## src/include/scm_pkg.sv

```systemverilog
package scm_pkg;

  localparam int SCM_NUM_SYNTH = 5;
  localparam int SCM_ADDR_W = 16;
  localparam int SCM_DATA_W = 8;
  localparam int SCM_MB_BYTES = 10;
  localparam int SCM_CFG_W = SCM_MB_BYTES * SCM_DATA_W;

  // register byte addresses
  localparam logic [15:0] SCM_SEL_LO_ADDR = 16'h0682;
  localparam logic [15:0] SCM_SEL_HI_ADDR = 16'h0683;
  localparam logic [15:0] SCM_CMD_ADDR = 16'h0684;
  localparam logic [15:0] SCM_MB_BASE_ADDR = 16'h0686;

  // selection field and command bits
  localparam int SCM_SEL_W = 5;
  localparam logic [15:0] SCM_SEL_RESET = 16'h0001;
  localparam int SCM_CMD_WR_BIT = 0;
  localparam int SCM_CMD_RD_BIT = 1;
  localparam logic [7:0] SCM_CMD_RESET = 8'h00;
  localparam logic [7:0] SCM_ZERO_BYTE = 8'h00;

  // one synthesizer configuration; lowest mailbox address holds the top byte
  typedef struct packed {
    logic [15:0] base_freq;
    logic [31:0] freq_mult;
    logic [15:0] freq_m;
    logic [15:0] freq_n;
  } scm_cfg_t;

  localparam scm_cfg_t SCM_CFG_RESET = '{
    base_freq: 16'h0001,
    freq_mult: 32'h12a05f20,
    freq_m: 16'h0001,
    freq_n: 16'h0001
  };

  // host byte access
  typedef struct packed {
    logic [15:0] addr;
    logic wr;
    logic [7:0] wdata;
  } scm_req_t;

  typedef enum logic [3:0] {
    SCM_IDLE = 4'b0001,
    SCM_APPLY = 4'b0010,
    SCM_FETCH = 4'b0100,
    SCM_DONE = 4'b1000
  } scm_state_t;

endpackage

```

## src/logic/scm_slot.sv

```systemverilog
`timescale 1ns/1ps
module scm_slot
  import scm_pkg::*;
(
  input wire logic clk_in,
  input wire logic reset_n_in,
  input wire logic load_in,
  input wire scm_cfg_t cfg_in,
  output scm_cfg_t cfg_out
);

  scm_cfg_t cfg_r;

  // whole configuration replaced on load
  always_ff @(posedge clk_in or negedge reset_n_in) begin
    if (!reset_n_in) begin
      cfg_r <= SCM_CFG_RESET;
    end else if (load_in) begin
      cfg_r <= cfg_in;
    end
  end

  assign cfg_out = cfg_r;

endmodule // scm_slot

```

## src/logic/scm_mailbox.sv

```systemverilog
`timescale 1ns/1ps
// Operation
// write uses five-bit selection field
// selection bit index equals synthesizer index
// all selected synthesizers updated together
// host sets exactly one bit for read
// read trigger copies synthesizer into mailbox
// command reads zero when read done
// write trigger starts write when read clear
// write applies every mailbox setting
// write trigger cleared once write applied
// host selects mailbox page first
// mailbox carries base frequency and settings
// host waits for zero before changes
module scm_mailbox
  import scm_pkg::*;
#(
  parameter int NUM_SYNTH = SCM_NUM_SYNTH
) (
  input wire logic clk_in,
  input wire logic reset_n_in,
  input wire logic [SCM_ADDR_W-1:0] reg_addr_in,
  input wire logic reg_wr_in,
  input wire logic [SCM_DATA_W-1:0] reg_wdata_in,
  output logic [SCM_DATA_W-1:0] reg_rdata_out,
  output logic busy_out,
  output scm_cfg_t synth_cfg_out [NUM_SYNTH]
);

  scm_req_t req;
  scm_state_t state_r;
  scm_state_t state_nxt;
  logic [15:0] sel_r;
  logic [7:0] cmd_r;
  logic [7:0] rdata_r;
  logic [7:0] rdata_nxt;
  logic busy_r;
  logic [SCM_DATA_W-1:0] mb_r [SCM_MB_BYTES];
  logic [NUM_SYNTH-1:0] load_r;
  logic [SCM_CFG_W-1:0] mb_vec;
  logic [SCM_CFG_W-1:0] fetch_vec;
  scm_cfg_t slot_cfg [NUM_SYNTH];
  logic idle;
  logic wr_ok;
  logic cmd_hit;
  logic start_rd;
  logic start_wr;

  // bus access bundled for decode
  assign req = '{addr: reg_addr_in, wr: reg_wr_in, wdata: reg_wdata_in};
  assign idle = (state_r == SCM_IDLE);
  // host writes taken only while idle
  assign wr_ok = req.wr && idle;
  // command decode; read bit has priority
  assign cmd_hit = wr_ok && (req.addr == SCM_CMD_ADDR);
  assign start_rd = cmd_hit && req.wdata[SCM_CMD_RD_BIT];
  assign start_wr = cmd_hit && req.wdata[SCM_CMD_WR_BIT] && !req.wdata[SCM_CMD_RD_BIT];

  // mailbox bytes gathered into one configuration word
  always_comb begin
    mb_vec = '0;
    for (int i = 0; i < SCM_MB_BYTES; i++) begin
      mb_vec[(SCM_MB_BYTES-1-i)*SCM_DATA_W +: SCM_DATA_W] = mb_r[i];
    end
  end

  // lowest set selection bit picks the fetched synthesizer
  always_comb begin
    // no set bit leaves mailbox unchanged
    fetch_vec = mb_vec;
    for (int s = NUM_SYNTH - 1; s >= 0; s--) begin
      if (sel_r[s]) begin
        fetch_vec = slot_cfg[s];
      end
    end
  end

  // sequencer
  always_comb begin
    state_nxt = state_r;
    case (state_r)
      SCM_IDLE: begin
        if (start_rd) begin
          state_nxt = SCM_FETCH;
        end else if (start_wr) begin
          state_nxt = SCM_APPLY;
        end
      end
      SCM_APPLY: begin
        state_nxt = SCM_DONE;
      end
      SCM_FETCH: begin
        state_nxt = SCM_DONE;
      end
      SCM_DONE: begin
        state_nxt = SCM_IDLE;
      end
      default: begin
        state_nxt = SCM_IDLE;
      end
    endcase
  end

  always_ff @(posedge clk_in or negedge reset_n_in) begin
    if (!reset_n_in) begin
      state_r <= SCM_IDLE;
    end else begin
      state_r <= state_nxt;
    end
  end

  // selection register; changes ignored while an operation runs
  always_ff @(posedge clk_in or negedge reset_n_in) begin
    if (!reset_n_in) begin
      sel_r <= SCM_SEL_RESET;
    end else if (wr_ok) begin
      if (req.addr == SCM_SEL_LO_ADDR) begin
        sel_r[SCM_DATA_W-1:0] <= req.wdata;
      end else if (req.addr == SCM_SEL_HI_ADDR) begin
        sel_r[2*SCM_DATA_W-1:SCM_DATA_W] <= req.wdata;
      end
    end
  end

  // command register: trigger bits held until the operation ends
  always_ff @(posedge clk_in or negedge reset_n_in) begin
    if (!reset_n_in) begin
      cmd_r <= SCM_CMD_RESET;
    end else if (state_r == SCM_DONE) begin
      cmd_r <= SCM_CMD_RESET;
    end else if (start_rd) begin
      cmd_r <= SCM_CMD_RESET;
      cmd_r[SCM_CMD_RD_BIT] <= 1'b1;
    end else if (start_wr) begin
      cmd_r <= SCM_CMD_RESET;
      cmd_r[SCM_CMD_WR_BIT] <= 1'b1;
    end
  end

  // mailbox page bytes: host writes when idle, fetch overwrites all
  generate
    for (genvar b = 0; b < SCM_MB_BYTES; b++) begin : g_mb
      localparam logic [15:0] BYTE_ADDR = SCM_MB_BASE_ADDR + 16'(b);
      localparam logic [SCM_CFG_W-1:0] RST_VEC = SCM_CFG_RESET;
      always_ff @(posedge clk_in or negedge reset_n_in) begin
        if (!reset_n_in) begin
          mb_r[b] <= RST_VEC[(SCM_MB_BYTES-1-b)*SCM_DATA_W +: SCM_DATA_W];
        end else if (state_r == SCM_FETCH) begin
          mb_r[b] <= fetch_vec[(SCM_MB_BYTES-1-b)*SCM_DATA_W +: SCM_DATA_W];
        end else if (wr_ok && (req.addr == BYTE_ADDR)) begin
          mb_r[b] <= req.wdata;
        end
      end
    end
  endgenerate

  // load strobes for every selected synthesizer at once
  always_ff @(posedge clk_in or negedge reset_n_in) begin
    if (!reset_n_in) begin
      load_r <= '0;
    end else if (state_r == SCM_APPLY) begin
      load_r <= sel_r[NUM_SYNTH-1:0];
    end else begin
      load_r <= '0;
    end
  end

  // per-synthesizer configuration store
  generate
    for (genvar s = 0; s < NUM_SYNTH; s++) begin : g_slot
      scm_slot u_slot (
        .clk_in(clk_in),
        .reset_n_in(reset_n_in),
        .load_in(load_r[s]),
        .cfg_in(scm_cfg_t'(mb_vec)),
        .cfg_out(slot_cfg[s])
      );
      assign synth_cfg_out[s] = slot_cfg[s];
    end
  endgenerate

  // read data mux, registered
  always_comb begin
    rdata_nxt = SCM_ZERO_BYTE;
    if (reg_addr_in == SCM_SEL_LO_ADDR) begin
      rdata_nxt = SCM_DATA_W'(sel_r[SCM_SEL_W-1:0]);
    end else if (reg_addr_in == SCM_SEL_HI_ADDR) begin
      rdata_nxt = SCM_ZERO_BYTE;
    end else if (reg_addr_in == SCM_CMD_ADDR) begin
      rdata_nxt = cmd_r;
    end else begin
      for (int i = 0; i < SCM_MB_BYTES; i++) begin
        if (reg_addr_in == SCM_MB_BASE_ADDR + 16'(i)) begin
          rdata_nxt = mb_r[i];
        end
      end
    end
  end

  // one cycle read latency
  always_ff @(posedge clk_in or negedge reset_n_in) begin
    if (!reset_n_in) begin
      rdata_r <= SCM_ZERO_BYTE;
    end else begin
      rdata_r <= rdata_nxt;
    end
  end

  // busy high in every non-idle state
  always_ff @(posedge clk_in or negedge reset_n_in) begin
    if (!reset_n_in) begin
      busy_r <= 1'b0;
    end else begin
      busy_r <= (state_nxt != SCM_IDLE);
    end
  end

  // outputs straight from flops
  assign reg_rdata_out = rdata_r;
  assign busy_out = busy_r;

endmodule // scm_mailbox

```

## config.mk

```make
export PLATFORM = sky130hd
export DESIGN_NAME = scm_mailbox
export DESIGN_NICKNAME = d
export VERILOG_FILES = /design/src/include/scm_pkg.sv /design/src/logic/scm_slot.sv /design/src/logic/scm_mailbox.sv
export SDC_FILE = /design/constraint.sdc
export NUM_CORES = 1
export LEC_CHECK = 0
export ABC_AREA = 1
export BUFFER_PORTS_ARGS = -buffer_cell sky130_fd_sc_hd__buf_4
export CORE_UTILIZATION = 50
export DETAILED_ROUTE_END_ITERATION = 16
export GPL_TIMING_DRIVEN = 0
export PLACE_DENSITY_LB_ADDON = 0.1
export SYNTH_ARGS = -nofsm -noshare
export SYNTH_HDL_FRONTEND = slang
export SYNTH_SLANG_ARGS = --single-unit
```

## constraint.sdc

```tcl
create_clock -name clk_in -period 2.8 [get_ports clk_in]
set_clock_uncertainty 0.15 [all_clocks]
set_input_delay 0.56 -clock clk_in [delete_from_list [all_inputs] [get_ports clk_in]]
set_output_delay 0.56 -clock clk_in [all_outputs]
set_load 0.02 [all_outputs]
```

==> impl_metrics.ini, run 1 <==
[layout]
ff_latch_area_um2 = 12750
nFillCells = 3959
drive_above_1_share = 0.2127
final_cells = 3967
final_nets = 3347
final_cell_area_um2 = 29480
multi_input_area_um2 = 8628
area_delta_synth_final_pct = 27.23
post-route-util = 0.6468

[synthesis]
synth_top_area_frac = 0.4525
yosysMostFrequentCell = nand2_1
synth.yosys.seq_area_share = 0.5501
ys_warn_count = 0
yosys.area.top_type = dfrtp_1
synth_nets = 2849
syn_area_um2 = 23170
netlist_instances = 2822
netlist_top_cells_area = dfrtp_1 45%, o21ai_0 10%, dfstp_2 9.8%
synth_flop_cell = dfrtp_1
synth-edff-count = 0
synth_top_cells_by_count = 539 x nand2_1, 478 x o21ai_0, 419 x dfrtp_1, 335 x inv_1, 280 x a21oi_1
synth_cell_types = 28
synth-async-reset-ratio = 1.000
synth_seq_cells = 505
synth.avg_cell_area_um2 = 8.210

[place]
post_dp_cell_area_um2 = 27300
port_buffers = 435
place_ws_ns = -1.109
hpwl_mm = 76.09
dpl.cell_count = 3861
routabilityCongestion = 0.9755

[timing]
postLayoutSetupSlackWorst_ns = 0.04308
hold_slack_ns = 0.01743
fin_crit_ns = 2.757
grt_setup_unrepaired = no
relSlewSlack = 0.2511
min_period_over_period = 0.9846
drv_slew = 0
setup-violations-final = 0
fmax_mhz = 362.7
finalHoldViolCount = 0
worstMarginPinSlew_ns = 1.123

[cts]
numClockSinks = 505
cts_tree = built
cts_buffers = 55
clkTransAtPathRegs_ns = 0.06
htree_levels = 2
cts_root_buffer = clkbuf_16
worstSkewPairLatency_ns = 0.63
clockBufferDepth = 3

[die]
dieArea_um2 = 47200
die_h_um = 217.3
rows = 78
die_w_um = 217.3
ioPinCount = 436
fp.coreArea_um2 = 45580
start_util = 0.5084

[drt]
post_drt_wl_per_cell_um = 26.73
drt_first_pass_iters = 8
finalWirelength_mm = 106.1
ant_nets = 0
drtIter0Drc = 3565
route.detailed.drc = 0
vias = 24300
drt-vias-per-instance = 6.126

[critical_path]
critPathLaunchType = flip-flop
path_class = reg2reg
cp_max_fo = 10
crit_required_ns = 3.19
end_kind = flip-flop
crit_arrival_ns = 3.15

[run_status]
status = finished, final reports clean

[job]
max_cap_viol_count = 0

[hold_path]
min_path_type = in2reg

[power_and_ir_drop]
ir_drop_mv = 0.5712
p_per_area_nw_per_um2 = 515.8
p_leak_nw = 13.77

[global_route]
grt_pass1_vias = 22920
grt_max_degree = 127
grt_overflow = 0
track_usage = 0.4460
antenna_found_initial = 3
grt_pass1_wl_mm = 152.4
==> where the power goes <==
group,switching (mW),internal [mW]
combinational,0.241,0.0537
sequential,0.00101,7.31
clock,3.08,4.52
total,3.32,11.9
==> layout by cell type, fill, tap and decap left out, types with 7 or more instances in the layout <==
master / count
nand3_1: 33
clkbuf_8: 20
dfstp_2: 86
inv_1: 335
clkbuf_1: 136
clkbuf_16: 57
o211ai_1: 16
a31oi_1: 80
o21ai_0: 478
buf_4: 440
buf_2: 8
buf_1: 11
clkbuf_2: 26
dfrtp_1: 417
nand4_1: 12
nor2_1: 278
nand2_1: 531
mux2_2: 26
a211oi_1: 27
a21oi_1: 272
o2111ai_1: 7
a21oi_4: 9
nand2_4: 7
==> what timing repair did <==
item | CTS | global route
setup endpoints to repair | 168 | 84
hold buffers | 1 | 0
buffers inserted | 3 | 1
endpoints found under the hold margin | 53 | 0
resized for setup | 51 | 41
pin swaps | 2 | 1
==> through the flow <==
stage                     setup TNS (ns)  total power [mW]
after CTS                              0             15.20
after global placement          -2049.76             7.694
after detailed placement          -84.26             7.721
final                                  0             15.21
after floorplan                        0             7.468
after global routing                   0             15.55
==> kinds of logic (layout without fill, tap and decap cells) <==
group / count (synthesis) / count (layout) / synth area share
AO/OA/AOI/OAI: 896 / 896 / 0.2049
buffers and inverters: 519 / 1063 / 0.08478
flip-flops: 505 / 505 / 0.5501
multiplexers: 26 / 26 / 0.01264
other: 0 / 1 / 0
AND/OR/NAND/NOR: 876 / 876 / 0.1476
==> worst max-delay path: stages (launching register included) <==
cell and delay, ns:
dfstp_2 0.72, inv_1 0.27, nand3_4 0.26, nor4_4 0.05, buf_4 0.24, buf_4 0.19, a21oi_4 0.28, buf_4 0.27
nor2_1 0.08, a31oi_1 0.14
==> area by class of cell <==
cell class                 instances  area share
clock inverter                    12    0.004839
buffer                           178     0.02585
timing repair buffer             444      0.1161
multi-input combinational       1798      0.2927
tap                              600     0.02547
antenna                            1  0.00008489
inverter                         338     0.04304
sequential                       505      0.4324
clock buffer                      91     0.05951
==> state kept, by name (all words and copies together), names as in the netlist <==
signal                 cells
sel_r                      5
g_slot.u_slot.cfg_out    400
load_r                     5
reg_rdata_out              8
mb_r                      80
busy_out                   1
state_r                    4
cmd_r                      2
==> final timing paths <==
check	slack, ns	depth (start not counted)	from	endpoint
min	0.02	2	reg_wdata_in[1]	state_r[1]
max	0.04	9	sel_r[0]	mb_r[22]
min reg2reg	0.33	2	cmd_r[1]	cmd_r[1]
max reg2reg	0.04	9	sel_r[0]	mb_r[22]
min in group asynchronous	0.33	2	reset_n_in	g_slot[4].u_slot.cfg_out[20]
max in group asynchronous	0.70	4	reset_n_in	sel_r[2]
==> layer usage <==
layer	track usage	wire, um	vias to the layer above
li1	-	-	10230
met2	0.6541	45390	1856
met1	0.5946	40390	11810
met4	0.2692	7402	2
met3	0.1146	12860	402
met5	0	13	-
Note: power is estimated with default switching activity, not from simulation.
==> inputs of run 2 (changes only) <==
--- a/config.mk
+++ b/config.mk
@@ -8,4 +8,5 @@
 export ABC_AREA = 1
 export BUFFER_PORTS_ARGS = -buffer_cell sky130_fd_sc_hd__buf_4
+export CAP_MARGIN = 30
 export CORE_UTILIZATION = 50
 export DETAILED_ROUTE_END_ITERATION = 16
==> constraint.sdc (replaced) <==
create_clock -name clk_in -period 2.8 [get_ports clk_in]
set_clock_uncertainty 0.15 [all_clocks]
set_input_delay 0.42 -clock clk_in [delete_from_list [all_inputs] [get_ports clk_in]]
set_output_delay 0.42 -clock clk_in [all_outputs]
set_load 0.02 [all_outputs]
==> run 2 against run 1 <==
The run now ends with setup timing left. Flip-flop and latch count is the same. Wire length grew 0.20%. Sequential share of layout area about the same. Fmax down 1.7%. Via count barely moved. Sequential power barely moved. Global-route usage about the same. Power fell by 0.99%. Die area did not move. First-iteration DRC count shrank 2.0%. Critical path depth fell by 4. Count of clock-buffer cells in the layout is 1 lower. Critical endpoint is now mb_r[7]. Largest cell class unchanged.
==> impl_metrics.ini, run 2 (synthesis results as in run 1) <==
[drt]
drt_first_pass_iters = 5
ant_nets = 0
finalWirelength_mm = 106.3
vias = 24320
route.detailed.drc = 0
post_drt_wl_per_cell_um = 26.72
drt-vias-per-instance = 6.114
drtIter0Drc = 3493

[critical_path]
cp_common_cell = clkbuf_2
rr_worst_depth = 5
path_class = reg2reg
r2r_setup_slack_ns = -0.004
cp_slowest_cell = dfstp_2
crit_required_ns = 3.19
r2r-end = mb_r[7]
crit_chain = clkbuf_1 > clkbuf_2 > clkbuf_2 > o21ai_0 > a31oi_1
crit_arrival_ns = 3.20
slowest_delay_ns = 0.72
r2r_start = sel_r[0]
end_kind = flip-flop
cpLargestDelayFamily = buffers and inverters
critPathLaunchType = flip-flop
cp_num_buf_inv = 3
cp_max_fo = 10

[layout]
drive_above_1_share = 0.2094
final_common_cell = nand2_1
final_cell_area_um2 = 29480
antenna_cells = 0
nFillCells = 3880
final_cells = 3977
layout_common_cells = 532 x nand2_1, 478 x o21ai_0, 437 x buf_4
largest_register_ffs = 400
area_delta_synth_final_pct = 27.25
multi_input_area_um2 = 8581
final_nets = 3359
ff_latch_area_um2 = 12750
post-route-util = 0.6469

[global_route]
grt_pass1_vias = 22950
antenna_found_initial = 3
grt_pass1_wl_mm = 152.3
grt_overflow = 0
grt_max_degree = 127
track_usage = 0.4457

[cts]
clkTransAtPathRegs_ns = 0.06
clockBufferDepth = 3
cts_tree = built
htree_levels = 2
worstSkewPairLatency_ns = 0.63
cts_buffers = 55
cts_root_buffer = clkbuf_16
numClockSinks = 505

[die]
dieArea_um2 = 47200
die_h_um = 217.3
die_w_um = 217.3
ioPinCount = 436
rows = 78
start_util = 0.5084
fp.coreArea_um2 = 45580

[place]
routabilityCongestion = 0.9755
port_buffers = 435
hpwl_mm = 76.78
post_dp_cell_area_um2 = 27380
dpl.cell_count = 3866

[hold_path]
min_path_type = in2reg
hold_start = reg_addr_in[0]
hold_end = reg_rdata_out[3]
hold_depth = 4

[timing]
timing.setup.tns_ns = -0.006311
finalHoldViolCount = 0
relSlewSlack = 0.2653
postLayoutSetupSlackWorst_ns = -0.004031
fin_crit_ns = 2.804
fmax_mhz = 356.6
min_period_over_period = 1.001
drv_slew = 0
grt_setup_unrepaired = no
setup-violations-final = 2
worstMarginPinSlew_ns = 1.102

[job]
max_cap_viol_count = 0

[power_and_ir_drop]
p_total_mw = 15.06
p_leak_nw = 13.79
p_per_area_nw_per_um2 = 510.6
ir_drop_mv = 0.4286

[run_status]
violations = setup timing
status = complete, but fails checks
==> run 2: cell count changes in the layout (fill, tap and decap cells not counted), moves of 3 or more <==
cell / before / now
clkbuf_4: 6 / 3
clkinvlp_4: 3 / 0
buf_2: 8 / 12
nand2_2: 1 / 7
clkbuf_1: 136 / 144
buf_4: 440 / 437
dlygate4sd3_1: 1 / 8
clkbuf_8: 20 / 13
buf_8: 1 / 7
nand2_4: 7 / 0
==> run 2: area by class of cell <==
class / count / area share
Sequential cell: 505 / 0.4323
Multi-Input combinational cell: 1798 / 0.2910
Clock buffer: 90 / 0.05627
Timing Repair Buffer: 456 / 0.1214
Buffer: 178 / 0.02517
Inverter: 338 / 0.04303
Clock inverter: 12 / 0.005305
Tap cell: 600 / 0.02546
==> run 2: worst max-delay path by stage <==
stage                        start                            to  slack [ns]  cells after the start
finish                    sel_r[0]                       mb_r[7]      -0.004                      5
global route            state_r[3]                      mb_r[53]       0.004                     11
CTS                       sel_r[2]                      mb_r[71]       0.006                      8
detailed placement        sel_r[2]                       mb_r[5]       -0.87                      9
global placement        reset_n_in  g_slot[4].u_slot.cfg_out[74]       -4.13                      1
floorplan           reg_addr_in[7]                      mb_r[62]        0.55                     11
==> run 2: where the power goes <==
part	switching, mW	internal, mW	leakage, nW
clock network	3.14	4.31	0.892
registers	0.000986	7.31	6.40
logic	0.241	0.0604	6.50
==> run 2: worst reg2reg max path, stage by stage (launching register included) <==
cell and delay [ns]:
dfstp_2 0.72, clkbuf_1 0.39, clkbuf_2 0.47, clkbuf_2 0.53, o21ai_0 0.23, a31oi_1 0.22
==> run 2: stage by stage <==
stage | hold WS [ns] | setup slack, ns
after global placement | 0.3043 | -4.130
after floorplan | -0.02559 | 0.5531
after detailed placement | 0.2512 | -0.8660
after global routing | 0.1282 | 0.004225
final | 0.1165 | -0.004031
after CTS | 0.09171 | 0.005783
==> run 2: routing by layer <==
layer / up-vias / part of all wire / GRT usage
li1: 10250 / - / -
met1: 11860 / 0.38 / 0.5967
met2: 1854 / 0.44 / 0.6690
met3: 351 / 0.12 / 0.1043
met4: 4 / 0.062 / 0.2469
met5: - / 0.00016 / 0
==> run 2: repair_timing <==
| item | CTS | global route |
|---|---|---|
| hold buffers | 8 | 0 |
| setup endpoints to repair | 140 | 73 |
| buffers inserted | 3 | 0 |
| hold endpoints to repair | 66 | 0 |
| resized for setup | 43 | 27 |
| pin swaps | 2 | 0 |
